[src/tpw_pkg.sv]
// constants, field layouts and carrier types of the tick based pwm block
package tpw_pkg;
   // ======================================================================
   // sizes
   localparam int NUM_SLOTS = 8;
   localparam int NUM_PINS = 20;
   // ======================================================================
   // timing: one system tick per millisecond at a 50 ns clock
   localparam int CLK_PERIOD_NS = 50;
   localparam int TICK_PERIOD_NS = 1000000;
   localparam int TICK_CYCLES = TICK_PERIOD_NS / CLK_PERIOD_NS;
   // ======================================================================
   // argument codes and full scales
   localparam logic [16:0] LOW_ARG_PCT = 17'h00000;
   localparam logic [16:0] LOW_SMOOTH_PCT = 17'h02710;
   localparam logic [16:0] LOW_SMOOTH_PM = 17'h186A0;
   localparam logic [11:0] PCT_FULL = 12'h064;
   localparam logic [11:0] PM_FULL = 12'h3E8;
   localparam logic [11:0] CNT_MAX = 12'hFFF;
   localparam logic [9:0] WIN_PCT = 10'h064;
   localparam logic [9:0] WIN_PM = 10'h3E8;
   // ======================================================================
   // pin mode codes
   localparam logic [4:0] MODE_OUT_PP = 5'h08;
   localparam logic [4:0] MODE_OUT_OD = 5'h09;
   localparam logic [4:0] MODE_PCT_PP = 5'h12;
   localparam logic [4:0] MODE_PCT_OD = 5'h13;
   localparam logic [4:0] MODE_PM_PP = 5'h1C;
   localparam logic [4:0] MODE_PM_OD = 5'h1D;
   localparam logic [4:0] RST_MODE = 5'h00;
   // ======================================================================
   // register byte offsets
   localparam logic [7:0] ADDR_CMD_PIN = 8'h00;
   localparam logic [7:0] ADDR_CMD_HIGH = 8'h04;
   localparam logic [7:0] ADDR_CMD_LOW = 8'h08;
   localparam logic [7:0] ADDR_CMD_CTRL = 8'h0C;
   localparam logic [7:0] ADDR_PIN_WRITE = 8'h10;
   localparam logic [7:0] ADDR_STATUS = 8'h14;
   localparam logic [7:0] ADDR_LEVELS = 8'h18;
   localparam logic [7:0] ADDR_MODE_BASE = 8'h40;
   localparam logic [7:0] ADDR_MODE_LAST = 8'h8C;
   // ======================================================================
   // field positions
   localparam int CTRL_GO_BIT = 0;
   localparam int CTRL_CLEAR_BIT = 1;
   localparam int CTRL_ABORT_BIT = 2;
   localparam int PW_VAL_LSB = 16;
   localparam int ST_REFUSED_BIT = 8;
   // ======================================================================
   // types
   typedef enum logic [0:0] {
      TPW_KIND_EXPL = 1'b0,
      TPW_KIND_SMOOTH = 1'b1
   } tpw_kind_e;
   typedef struct packed {
      tpw_kind_e kind;
      logic [11:0] hi;
      logic [11:0] lo;
      logic [9:0] win;
   } tpw_cfg_s;
   typedef struct packed {
      logic [4:0] pin;
      logic [11:0] high;
      logic [16:0] low;
   } tpw_cmd_s;
endpackage

[src/tpw_chan.sv]
// one pwm channel: explicit high/low run or smooth density accumulator
`timescale 1ns/100ps
`default_nettype none
module tpw_chan (
   input wire logic i_clk,
   input wire logic i_rst,
   input wire logic i_tick,
   input wire logic i_load,
   input wire logic i_stop,
   input wire tpw_pkg::tpw_cfg_s i_cfg,
   output logic o_level
);
   import tpw_pkg::*;

   tpw_cfg_s cfg, next_cfg;
   logic [12:0] cnt, next_cnt;
   logic [10:0] acc, next_acc;
   logic level, next_level;
   logic [12:0] period;
   logic [10:0] sum;

   // ======================================================================
   // next state; the 13-bit count covers two full 12-bit phases
   always_comb begin
      next_cfg = cfg;
      next_cnt = cnt;
      next_acc = acc;
      next_level = level;
      period = {1'b0, cfg.hi} + {1'b0, cfg.lo};
      sum = acc + {1'b0, cfg.hi[9:0]};
      if (i_stop) begin
         next_cnt = 13'h0000;
         next_acc = 11'h000;
         next_level = 1'b0;
      end else if (i_load) begin
         // restart so the first tick lands on the high phase
         next_cfg = i_cfg;
         next_cnt = 13'h0000;
         next_acc = 11'h000;
      end else if (i_tick) begin
         if (cfg.kind == TPW_KIND_EXPL) begin
            next_level = (cnt < {1'b0, cfg.hi});
            if (cnt + 13'h0001 >= period) begin
               next_cnt = 13'h0000;
            end else begin
               next_cnt = cnt + 13'h0001;
            end
         end else if (sum >= {1'b0, cfg.win}) begin
            // spreading highs evenly; half scale alternates every tick
            next_level = 1'b1;
            next_acc = sum - {1'b0, cfg.win};
         end else begin
            next_level = 1'b0;
            next_acc = sum;
         end
      end
   end

   always_ff @(posedge i_clk or posedge i_rst) begin
      if (i_rst) begin
         cfg <= '0;
         cnt <= 13'h0000;
         acc <= 11'h000;
         level <= 1'b0;
      end else begin
         cfg <= next_cfg;
         cnt <= next_cnt;
         acc <= next_acc;
         level <= next_level;
      end
   end

   assign o_level = level;
endmodule
`default_nettype wire

[src/tpw_top.sv]
// tick based pwm outputs: apb registers, slot pool, pin drivers
//
// Functional notes
// at most eight channels active; a request beyond that gets no slot.
// all channel timing advances on one 1 ms tick.
// software must set the pin as digital output before applying pwm.
// command with pin zero, or clear, deactivates every channel at once.
// high and low both zero frees only that pin's slot.
// explicit mode: high for high ticks, low for low ticks, repeating.
// pin selector accepts 1 to 20; pin 20 is the indicator led.
// explicit high and low counts are 12 bits, 0 to 4095 ticks.
// low zero means high is a percentage of a 100 tick cycle.
// percentage above 100 saturates to 100, constant high.
// low code 10000 spreads percentage evenly over 100 ms.
// low code 100000 spreads per-mille evenly over one second.
// pin modes 18 and 19 turn pin writes into smooth percent requests.
// pin modes 28 and 29 turn pin writes into smooth per-mille requests.
// user abort stops all channels and drives their pins low.
// smooth half scale toggles the output every tick.
// mode 8 drives push-pull, mode 9 open-drain, high for one.
// smooth modes use a per-channel accumulator crossing the window.
// new or reprogrammed channel restarts at its high phase next tick.
//
// The implementer's own choices: the address map and register access over APB.
`timescale 1ns/100ps
`default_nettype none
module tpw_top #(
   parameter int P_TICK_CYCLES = tpw_pkg::TICK_CYCLES
) (
   input wire logic I_CLK_SYS,
   input wire logic I_SYS_RST,
   input wire logic I_PSEL,
   input wire logic I_PENABLE,
   input wire logic I_PWRITE,
   input wire logic [7:0] I_PADDR,
   input wire logic [31:0] I_PWDATA,
   output logic O_PREADY,
   output logic [31:0] O_PRDATA,
   output logic O_PSLVERR,
   input wire logic I_USER_ABORT,
   output logic [19:0] O_PIN_LEVEL,
   output logic [19:0] O_PIN_OE_N
);
   import tpw_pkg::*;

   // ======================================================================
   // helpers
   function automatic logic [5:0] mode_decode(input logic [7:0] a);
      logic [7:0] off;
      off = a - ADDR_MODE_BASE;
      mode_decode = 6'h00;
      if (a >= ADDR_MODE_BASE && a <= ADDR_MODE_LAST && a[1:0] == 2'b00) begin
         mode_decode = {1'b1, off[6:2]};
      end
   endfunction

   function automatic logic pin_ok(input logic [4:0] p);
      pin_ok = (p != 5'h00) && (p <= 5'(NUM_PINS));
   endfunction

   function automatic tpw_cfg_s cmd_to_cfg(input tpw_cmd_s c);
      tpw_cfg_s f;
      f.kind = TPW_KIND_EXPL;
      f.hi = c.high;
      f.lo = (c.low > {5'h00, CNT_MAX}) ? CNT_MAX : c.low[11:0];
      f.win = WIN_PCT;
      if (c.low == LOW_ARG_PCT) begin
         f.hi = (c.high > PCT_FULL) ? PCT_FULL : c.high;
         f.lo = PCT_FULL - f.hi;
      end else if (c.low == LOW_SMOOTH_PCT) begin
         f.kind = TPW_KIND_SMOOTH;
         f.hi = (c.high > PCT_FULL) ? PCT_FULL : c.high;
         f.lo = 12'h000;
      end else if (c.low == LOW_SMOOTH_PM) begin
         f.kind = TPW_KIND_SMOOTH;
         f.hi = (c.high > PM_FULL) ? PM_FULL : c.high;
         f.lo = 12'h000;
         f.win = WIN_PM;
      end
      return f;
   endfunction

   // ======================================================================
   // tick divider: one-cycle enable every millisecond
   logic [15:0] div_cnt, next_div_cnt;
   logic tick, next_tick;

   always_comb begin
      next_div_cnt = div_cnt + 16'h0001;
      next_tick = 1'b0;
      if (div_cnt == 16'(P_TICK_CYCLES - 1)) begin
         next_div_cnt = 16'h0000;
         next_tick = 1'b1;
      end
   end

   always_ff @(posedge I_CLK_SYS or posedge I_SYS_RST) begin
      if (I_SYS_RST) begin
         div_cnt <= 16'h0000;
         tick <= 1'b0;
      end else begin
         div_cnt <= next_div_cnt;
         tick <= next_tick;
      end
   end

   // ======================================================================
   // abort pin synchroniser; only the second stage is used
   logic ab_s1, ab_s2;

   always_ff @(posedge I_CLK_SYS or posedge I_SYS_RST) begin
      if (I_SYS_RST) begin
         ab_s1 <= 1'b0;
         ab_s2 <= 1'b0;
      end else begin
         ab_s1 <= I_USER_ABORT;
         ab_s2 <= ab_s1;
      end
   end

   // ======================================================================
   // register state
   logic [4:0] cmd_pin, next_cmd_pin;
   logic [11:0] cmd_high, next_cmd_high;
   logic [16:0] cmd_low, next_cmd_low;
   logic [4:0] mode [NUM_PINS];
   logic [4:0] next_mode [NUM_PINS];
   logic [19:0] static_lvl, next_static_lvl;
   logic [NUM_SLOTS-1:0] slot_act, next_slot_act, slot_load, slot_stop, chan_lvl;
   logic [4:0] slot_pin [NUM_SLOTS];
   logic [4:0] next_slot_pin [NUM_SLOTS];
   logic refused, next_refused;
   logic pready, next_pready, pslverr, next_pslverr;
   logic [31:0] prdata, next_prdata;
   logic [19:0] pin_out, next_pin_out, pin_oe_n, next_pin_oe_n;

   // bus decode shared by every group
   logic wr_en, ctrl_wr, pw_wr, go_cmd, clear_all, abort_now, smooth_pin;
   logic [4:0] pw_pin, pw_mode;
   logic [5:0] msel;
   tpw_cmd_s cmd_cur;
   tpw_cfg_s load_cfg;

   // zero wait states: ready raised for the cycle after setup
   always_comb begin
      wr_en = I_PSEL & I_PENABLE & I_PWRITE & pready;
      msel = mode_decode(I_PADDR);
      ctrl_wr = wr_en && (I_PADDR == ADDR_CMD_CTRL);
      pw_wr = wr_en && (I_PADDR == ADDR_PIN_WRITE);
      pw_pin = I_PWDATA[4:0];
      pw_mode = pin_ok(pw_pin) ? mode[5'(pw_pin - 5'h01)] : RST_MODE;
      smooth_pin = (pw_mode == MODE_PCT_PP) || (pw_mode == MODE_PCT_OD) ||
                   (pw_mode == MODE_PM_PP) || (pw_mode == MODE_PM_OD);
      cmd_cur = '{pin: cmd_pin, high: cmd_high, low: cmd_low};
      if (pw_wr) begin
         // pin write in a smooth mode becomes a pwm request
         cmd_cur.pin = pw_pin;
         cmd_cur.high = I_PWDATA[PW_VAL_LSB +: 12];
         cmd_cur.low = ((pw_mode == MODE_PM_PP) || (pw_mode == MODE_PM_OD)) ?
                       LOW_SMOOTH_PM : LOW_SMOOTH_PCT;
      end
      go_cmd = (ctrl_wr && I_PWDATA[CTRL_GO_BIT]) || (pw_wr && smooth_pin);
      clear_all = (ctrl_wr && I_PWDATA[CTRL_CLEAR_BIT]) ||
                  (go_cmd && cmd_cur.pin == 5'h00);
      abort_now = ab_s2 || (ctrl_wr && I_PWDATA[CTRL_ABORT_BIT]);
      load_cfg = cmd_to_cfg(cmd_cur);
   end

   // ======================================================================
   // apb read side and answer
   always_comb begin
      next_pready = I_PSEL & ~I_PENABLE;
      next_prdata = prdata;
      next_pslverr = pslverr;
      if (I_PSEL & ~I_PENABLE) begin
         next_prdata = 32'h00000000;
         next_pslverr = 1'b0;
         if (I_PADDR == ADDR_CMD_PIN) begin
            next_prdata = {27'h0000000, cmd_pin};
         end else if (I_PADDR == ADDR_CMD_HIGH) begin
            next_prdata = {20'h00000, cmd_high};
         end else if (I_PADDR == ADDR_CMD_LOW) begin
            next_prdata = {15'h0000, cmd_low};
         end else if (I_PADDR == ADDR_CMD_CTRL || I_PADDR == ADDR_PIN_WRITE) begin
            next_prdata = 32'h00000000;
         end else if (I_PADDR == ADDR_STATUS) begin
            next_prdata = {23'h000000, refused, slot_act};
         end else if (I_PADDR == ADDR_LEVELS) begin
            next_prdata = {12'h000, pin_out};
         end else if (msel[5]) begin
            next_prdata = {27'h0000000, mode[msel[4:0]]};
         end else begin
            next_pslverr = 1'b1; // unmapped: error, no effect
         end
      end
   end

   // ======================================================================
   // writable registers; abort also forces pwm pins low afterwards
   always_comb begin
      next_cmd_pin = cmd_pin;
      next_cmd_high = cmd_high;
      next_cmd_low = cmd_low;
      next_mode = mode;
      next_static_lvl = static_lvl;
      if (wr_en && !pslverr) begin
         if (I_PADDR == ADDR_CMD_PIN) begin
            next_cmd_pin = I_PWDATA[4:0];
         end else if (I_PADDR == ADDR_CMD_HIGH) begin
            next_cmd_high = I_PWDATA[11:0];
         end else if (I_PADDR == ADDR_CMD_LOW) begin
            next_cmd_low = I_PWDATA[16:0];
         end else if (msel[5]) begin
            next_mode[msel[4:0]] = I_PWDATA[4:0];
         end
      end
      // a level may be stored before the pin is an output
      if (pw_wr && pin_ok(pw_pin) && !smooth_pin) begin
         next_static_lvl[5'(pw_pin - 5'h01)] = |I_PWDATA[PW_VAL_LSB +: 12];
      end
      if (abort_now) begin
         for (int s = 0; s < NUM_SLOTS; s++) begin
            if (slot_act[s] && pin_ok(slot_pin[s])) begin
               next_static_lvl[5'(slot_pin[s] - 5'h01)] = 1'b0;
            end
         end
      end
   end

   // ======================================================================
   // slot pool: reuse the pin's own slot, else the lowest free one
   always_comb begin
      logic hit_found, free_found;
      logic [2:0] hit_idx, free_idx;
      hit_found = 1'b0;
      free_found = 1'b0;
      hit_idx = 3'h0;
      free_idx = 3'h0;
      next_slot_act = slot_act;
      next_slot_pin = slot_pin;
      slot_load = '0;
      slot_stop = '0;
      next_refused = refused;
      if (wr_en && I_PADDR == ADDR_STATUS && I_PWDATA[ST_REFUSED_BIT]) begin
         next_refused = 1'b0;
      end
      for (int s = NUM_SLOTS - 1; s >= 0; s--) begin
         if (slot_act[s] && slot_pin[s] == cmd_cur.pin) begin
            hit_found = 1'b1;
            hit_idx = 3'(s);
         end
         if (!slot_act[s]) begin
            free_found = 1'b1;
            free_idx = 3'(s);
         end
      end
      if (abort_now || clear_all) begin
         next_slot_act = '0;
         slot_stop = '1;
      end else if (go_cmd) begin
         if (!pin_ok(cmd_cur.pin)) begin
            next_refused = 1'b1;
         end else if (cmd_cur.high == 12'h000 && cmd_cur.low == 17'h00000) begin
            if (hit_found) begin
               next_slot_act[hit_idx] = 1'b0;
               slot_stop[hit_idx] = 1'b1;
            end
         end else if (hit_found) begin
            slot_load[hit_idx] = 1'b1;
         end else if (free_found) begin
            slot_load[free_idx] = 1'b1;
            next_slot_act[free_idx] = 1'b1;
            next_slot_pin[free_idx] = cmd_cur.pin;
         end else begin
            next_refused = 1'b1;
         end
      end
   end

   // ======================================================================
   // channels, one per slot
   generate
      for (genvar g = 0; g < NUM_SLOTS; g++) begin : g_chan
         tpw_chan u_chan (
            .i_clk(I_CLK_SYS),
            .i_rst(I_SYS_RST),
            .i_tick(tick),
            .i_load(slot_load[g]),
            .i_stop(slot_stop[g]),
            .i_cfg(load_cfg),
            .o_level(chan_lvl[g])
         );
      end
   endgenerate

   // ======================================================================
   // pin drivers; pins not set as outputs stay released
   always_comb begin
      logic lvl;
      logic [4:0] m;
      lvl = 1'b0;
      m = RST_MODE;
      for (int p = 0; p < NUM_PINS; p++) begin
         lvl = static_lvl[p];
         m = mode[p];
         for (int s = 0; s < NUM_SLOTS; s++) begin
            if (slot_act[s] && slot_pin[s] == 5'(p + 1)) begin
               lvl = chan_lvl[s];
            end
         end
         next_pin_out[p] = 1'b0;
         next_pin_oe_n[p] = 1'b1;
         if (m == MODE_OUT_PP || m == MODE_PCT_PP || m == MODE_PM_PP) begin
            next_pin_out[p] = lvl;
            next_pin_oe_n[p] = 1'b0;
         end else if (m == MODE_OUT_OD || m == MODE_PCT_OD || m == MODE_PM_OD) begin
            next_pin_oe_n[p] = lvl; // released for one, sinks for zero
         end
      end
   end

   // ======================================================================
   // register bank
   always_ff @(posedge I_CLK_SYS or posedge I_SYS_RST) begin
      if (I_SYS_RST) begin
         cmd_pin <= 5'h00;
         cmd_high <= 12'h000;
         cmd_low <= 17'h00000;
         mode <= '{default: RST_MODE};
         static_lvl <= 20'h00000;
         slot_act <= '0;
         slot_pin <= '{default: 5'h00};
         refused <= 1'b0;
         pready <= 1'b0;
         prdata <= 32'h00000000;
         pslverr <= 1'b0;
         pin_out <= 20'h00000;
         pin_oe_n <= 20'hFFFFF;
      end else begin
         cmd_pin <= next_cmd_pin;
         cmd_high <= next_cmd_high;
         cmd_low <= next_cmd_low;
         mode <= next_mode;
         static_lvl <= next_static_lvl;
         slot_act <= next_slot_act;
         slot_pin <= next_slot_pin;
         refused <= next_refused;
         pready <= next_pready;
         prdata <= next_prdata;
         pslverr <= next_pslverr;
         pin_out <= next_pin_out;
         pin_oe_n <= next_pin_oe_n;
      end
   end

   assign O_PREADY = pready;
   assign O_PRDATA = prdata;
   assign O_PSLVERR = pslverr;
   assign O_PIN_LEVEL = pin_out;
   assign O_PIN_OE_N = pin_oe_n;

   function automatic logic hit_found_w();
      hit_found_w = 1'b0;
      for (int s = 0; s < NUM_SLOTS; s++) begin
         if (slot_act[s] && slot_pin[s] == cmd_cur.pin) begin
            hit_found_w = 1'b1;
         end
      end
   endfunction
endmodule
`default_nettype wire

[config.mk]
export PLATFORM = sky130hd
export DESIGN_NAME = tpw_top
export DESIGN_NICKNAME = d
export VERILOG_FILES = /design/src/tpw_pkg.sv /design/src/tpw_chan.sv /design/src/tpw_top.sv
export SDC_FILE = /design/constraint.sdc
export NUM_CORES = 2
export LEC_CHECK = 0
export BUFFER_PORTS_ARGS = -buffer_cell sky130_fd_sc_hd__buf_2
export CAP_MARGIN = 20
export CELL_PAD_IN_SITES_DETAIL_PLACEMENT = 1
export CELL_PAD_IN_SITES_GLOBAL_PLACEMENT = 2
export CORE_MARGIN = 5
export CORE_UTILIZATION = 37
export CTS_BUF_LIST = sky130_fd_sc_hd__clkbuf_8
export CTS_CLUSTER_DIAMETER = 100
export DETAILED_ROUTE_END_ITERATION = 8
export PLACE_DENSITY_LB_ADDON = 0.1
export SLEW_MARGIN = 40
export SYNTH_ARGS = -nofsm -noshare
export SYNTH_HDL_FRONTEND = slang
export SYNTH_SLANG_ARGS = --single-unit
[constraint.sdc]
create_clock -name I_CLK_SYS -period 23.2 [get_ports I_CLK_SYS]
set_input_delay 4.64 -clock I_CLK_SYS [delete_from_list [all_inputs] [get_ports I_CLK_SYS]]
set_output_delay 4.64 -clock I_CLK_SYS [all_outputs]
set_load 0.01 [all_outputs]
==> flow_metrics.tcl <==
set metrics [dict create \
    outcome "finished clean" \
    worstPathCellList "buf_2 -> buf_4 -> clkinv_1 -> buf_4 -> ha_1 -> xor2_1 -> mux2_2 -> o21ai_0 -> o221ai_1 -> and4_1 -> o21bai_1 -> a211oi_2 -> buf_4 -> nand2_1 -> nand3_2 -> a211oi_1" \
    cp-startpoint "I_PWDATA[1]" \
    fin_tns_setup_ps 0 \
    crit_path_max_incr_delay_ps 660 \
    die-area_sq_mm 0.144 \
    syn_inst 5780 \
    finalNetCount 6373 \
    hold_path_startpoint "ab_s1" \
    finalHoldViolCount 0 \
    die_h_um 380 \
    clkSinkCount 708 \
    min_period_over_period_pct 40.9 \
    grt_setup_unrepaired "no" \
    yosysSeqAreaShare_pct 35.1 \
    grt_use_met3_pct 2.87 \
    postRouteAntennaNets 0 \
    timing.rr.start "g_chan[2].u_chan.cfg[22]" \
    grt_max_degree 67 \
    io-pin-count 120 \
    rr_worst_depth 18 \
    htreeDepth 4 \
    synth-seq-cells 708 \
    worst_pin_slew_ps 916 \
    die-width_um 380 \
    power_leakage_nw 25.6 \
    path_buf_inv 5 \
    holdBufCountCts 0 \
    max_cap_viol_count 0 \
    r2r_slack_ps 18160 \
    synth_edf_count 0 \
    gr-total-overflow 0 \
    cts_setup_buffers 0 \
    use_met1_pct 33.4 \
    synth_cell_type_count 94 \
    initial_core_util_pct 37.3 \
    cpLargestDelayFamily "compound AO/OA/AOI/OAI gates" \
    root_buffer "clkbuf_8" \
    crit_top_cell "buf_4" \
    grt_util_met2_pct 42.4 \
    grt_pass1_wl_mm 283 \
    dr.pass1.iters 6 \
    ys_async_sr_fraction_pct 100 \
    crit_type "in -> reg" \
    cp_slowest_cell "xor2_1" \
    syn2layout_area_growth_pct 11.6 \
    cts_made_buffers 145 \
    grt.busiest_layer "met2" \
    synth.avg_cell_area_sq_um 8.76 \
    clk_pin_slew_worst_paths_ps 60 \
    antenna_found_initial 11 \
    yosys_warnings 0 \
    slew_violations 0 \
    io_buffers 103 \
    setup_viol 0 \
    hpwl_mm 135 \
    p_total_mw 2.75 \
    drc_errors 0 \
    cts_tree "built" \
    holdPathEnd "ab_s2" \
    r2r_end "g_chan[2].u_chan.o_level" \
    viasPerCell 5.67 \
    synth_ff_type "dfrtp_1" \
    cts.repair.resized 0 \
    holdPathStages 0 \
    drt_iter0_drc 2552 \
    fin_skew_ps 63.1 \
    period_minus_slack_ps 9480 \
    wl_per_cell_um 23.7 \
    crit_arrival_ps 10240 \
    row_count 135 \
    wirelength_mm 184 \
    crit_required_ps 23950 \
    critical_path_peak_fanout 27 \
    worst_hold_path_type "reg -> reg" \
    start_kind "input pin" \
    max_freq_ghz 0.105 \
    ir_worst_vdd_v 0.0000506 \
    p_per_area_mw_per_mm2 48.7 \
    clkLatencyLatePin_ps 900 \
    vias 44000 \
    grt_pass1_vias 45700 \
    max-slew-margin-rel_pct 38.4 \
    drive_gt1_share_pct 11.8 \
    end_kind "register" \
    syn_area_sq_mm 0.0506 \
    grt.total_usage_pct 25.1 \
    gp_congestion 0.928 \
    clockBufferDepth 3 \
    core_sq_mm 0.136 \
]
[through the flow]
stage / area, sq um / setup slack [ps] / cells / util [%] / hold slack, ps
floorplan: 50700 / 8880 / 5791 / - / 331
global placement: 53100 / 12540 / 7492 / 39.1 / 335
detailed placement: 53300 / 12860 / 7495 / 39.3 / 359
CTS: 56400 / 13880 / 7760 / 41.6 / 390
global route: 56500 / 13430 / 7765 / 41.6 / 385
finish: 56500 / 13720 / 7769 / 41.7 / 382
[registers in the layout (all words and copies together) (netlist names), 16 cells and up]
register,count
O_PIN_LEVEL,20
O_PIN_OE_N,20
O_PRDATA,20
cmd_low,17
div_cnt,16
g_chan.u_chan.acc,88
g_chan.u_chan.cfg,224
g_chan.u_chan.cnt,104
mode,100
slot_pin,40
static_lvl,20
[worst max-delay path by stage]
stage                                    endpoint  slack, ps  cells after the start
after floorplan                    O_PIN_LEVEL[0]       8880                      1
after global placement    g_chan[7].u_chan.cnt[1]      12540                     16
after detailed placement  g_chan[2].u_chan.acc[3]      12860                     16
after CTS                 g_chan[2].u_chan.acc[3]      13880                     16
after global routing      g_chan[2].u_chan.acc[4]      13430                     16
final                     g_chan[2].u_chan.acc[4]      13720                     16
[routing by layer]
metal / wire length, um / vias to the layer above
met3: 6490 / 268
met4: 6500 / 0
met2: 87800 / 813
met5: 0 / -
li1: - / 20900
met1: 83600 / 22000
[logic make-up (layout without fill, tap and decap cells)]
kind of cell | after synthesis | in the layout | share of synthesized area (%)
AND/OR/NAND/NOR | 1974 | 1974 | 18.4
multiplexers | 271 | 271 | 6.28
other | 1 | 18 | 0.00741
flip-flops | 708 | 708 | 35.1
buffers and inverters | 497 | 688 | 3.85
adder cells (fa/ha/maj) | 463 | 463 | 11.8
AO/OA/AOI/OAI | 1508 | 1508 | 18.4
XOR/XNOR | 358 | 358 | 6.20
[Yosys cell counts, types with 14 or more instances]
| cell type | count | area share, % |
|---|---|---|
| xor2_1 | 145 | 2.5 |
| buf_2 | 28 | 0.28 |
| nor4_1 | 36 | 0.45 |
| a211oi_1 | 98 | 1.5 |
| and2_1 | 21 | 0.26 |
| o221ai_1 | 19 | 0.33 |
| nand2_1 | 691 | 5.1 |
| or3_1 | 27 | 0.33 |
| o21ai_1 | 41 | 0.41 |
| o22ai_1 | 21 | 0.26 |
| dfrtp_1 | 688 | 34 |
| o21bai_1 | 63 | 0.93 |
| clkbuf_1 | 206 | 1.5 |
| nand2b_1 | 85 | 1.1 |
| and3_1 | 57 | 0.70 |
| or2_2 | 18 | 0.22 |
| nand4_1 | 52 | 0.64 |
| nor3_1 | 158 | 1.6 |
| a21oi_1 | 388 | 3.8 |
| buf_1 | 14 | 0.10 |
| mux2_2 | 140 | 3.1 |
| nor2b_1 | 65 | 0.80 |
| fa_1 | 24 | 0.95 |
| a22oi_1 | 82 | 1.2 |
| a2111oi_0 | 17 | 0.29 |
| a21o_1 | 96 | 1.4 |
| nor2_1 | 487 | 3.6 |
| ha_1 | 439 | 11 |
| nand3_1 | 155 | 1.5 |
| nor3b_1 | 27 | 0.40 |
| o41ai_1 | 21 | 0.36 |
| mux4_2 | 23 | 1.0 |
| o211ai_1 | 18 | 0.27 |
| mux2i_1 | 107 | 2.1 |
| nor4b_1 | 29 | 0.50 |
| a31oi_1 | 29 | 0.36 |
| xnor2_1 | 213 | 3.7 |
| o21a_1 | 44 | 0.65 |
| dfstp_2 | 20 | 1.0 |
| o21ai_0 | 448 | 4.4 |
| inv_1 | 231 | 1.7 |
| nand3b_1 | 14 | 0.21 |
[placed cells by master (no fill, tap or decap), drive strengths merged, types with 52 or more instances in the layout]
master / n
mux2i: 107
a21o: 96
clkbuf: 180
inv: 280
and3: 57
nand3: 156
a21oi: 388
a211oi: 99
a22oi: 82
dfrtp: 688
nand2: 691
nor2: 488
nand2b: 85
o21bai: 63
nor3: 159
nor2b: 65
buf: 187
ha: 439
mux2: 141
xor2: 145
xnor2: 213
o21ai: 491
nand4: 52
[report_power, final]
part | switching (mW) | leakage [nW] | internal [mW]
Sequential | 0.00187 | 9.68 | 1.24
Combinational | 0.0826 | 14.1 | 0.0209
Clock | 0.642 | 1.76 | 0.768
Total | 0.727 | 25.6 | 2.03
[final cells by class]
cell class,count,area (sq um)
sequential,708,17700
clock buffer,180,2480
timing repair buffer,187,1260
antenna,6,15.0
multi-input combinational,4586,31300
inverter,236,890
fill,15800,79100
tap,1781,2230
clock inverter,85,619
No activity file was read; power rests on OpenSTA's default activity.
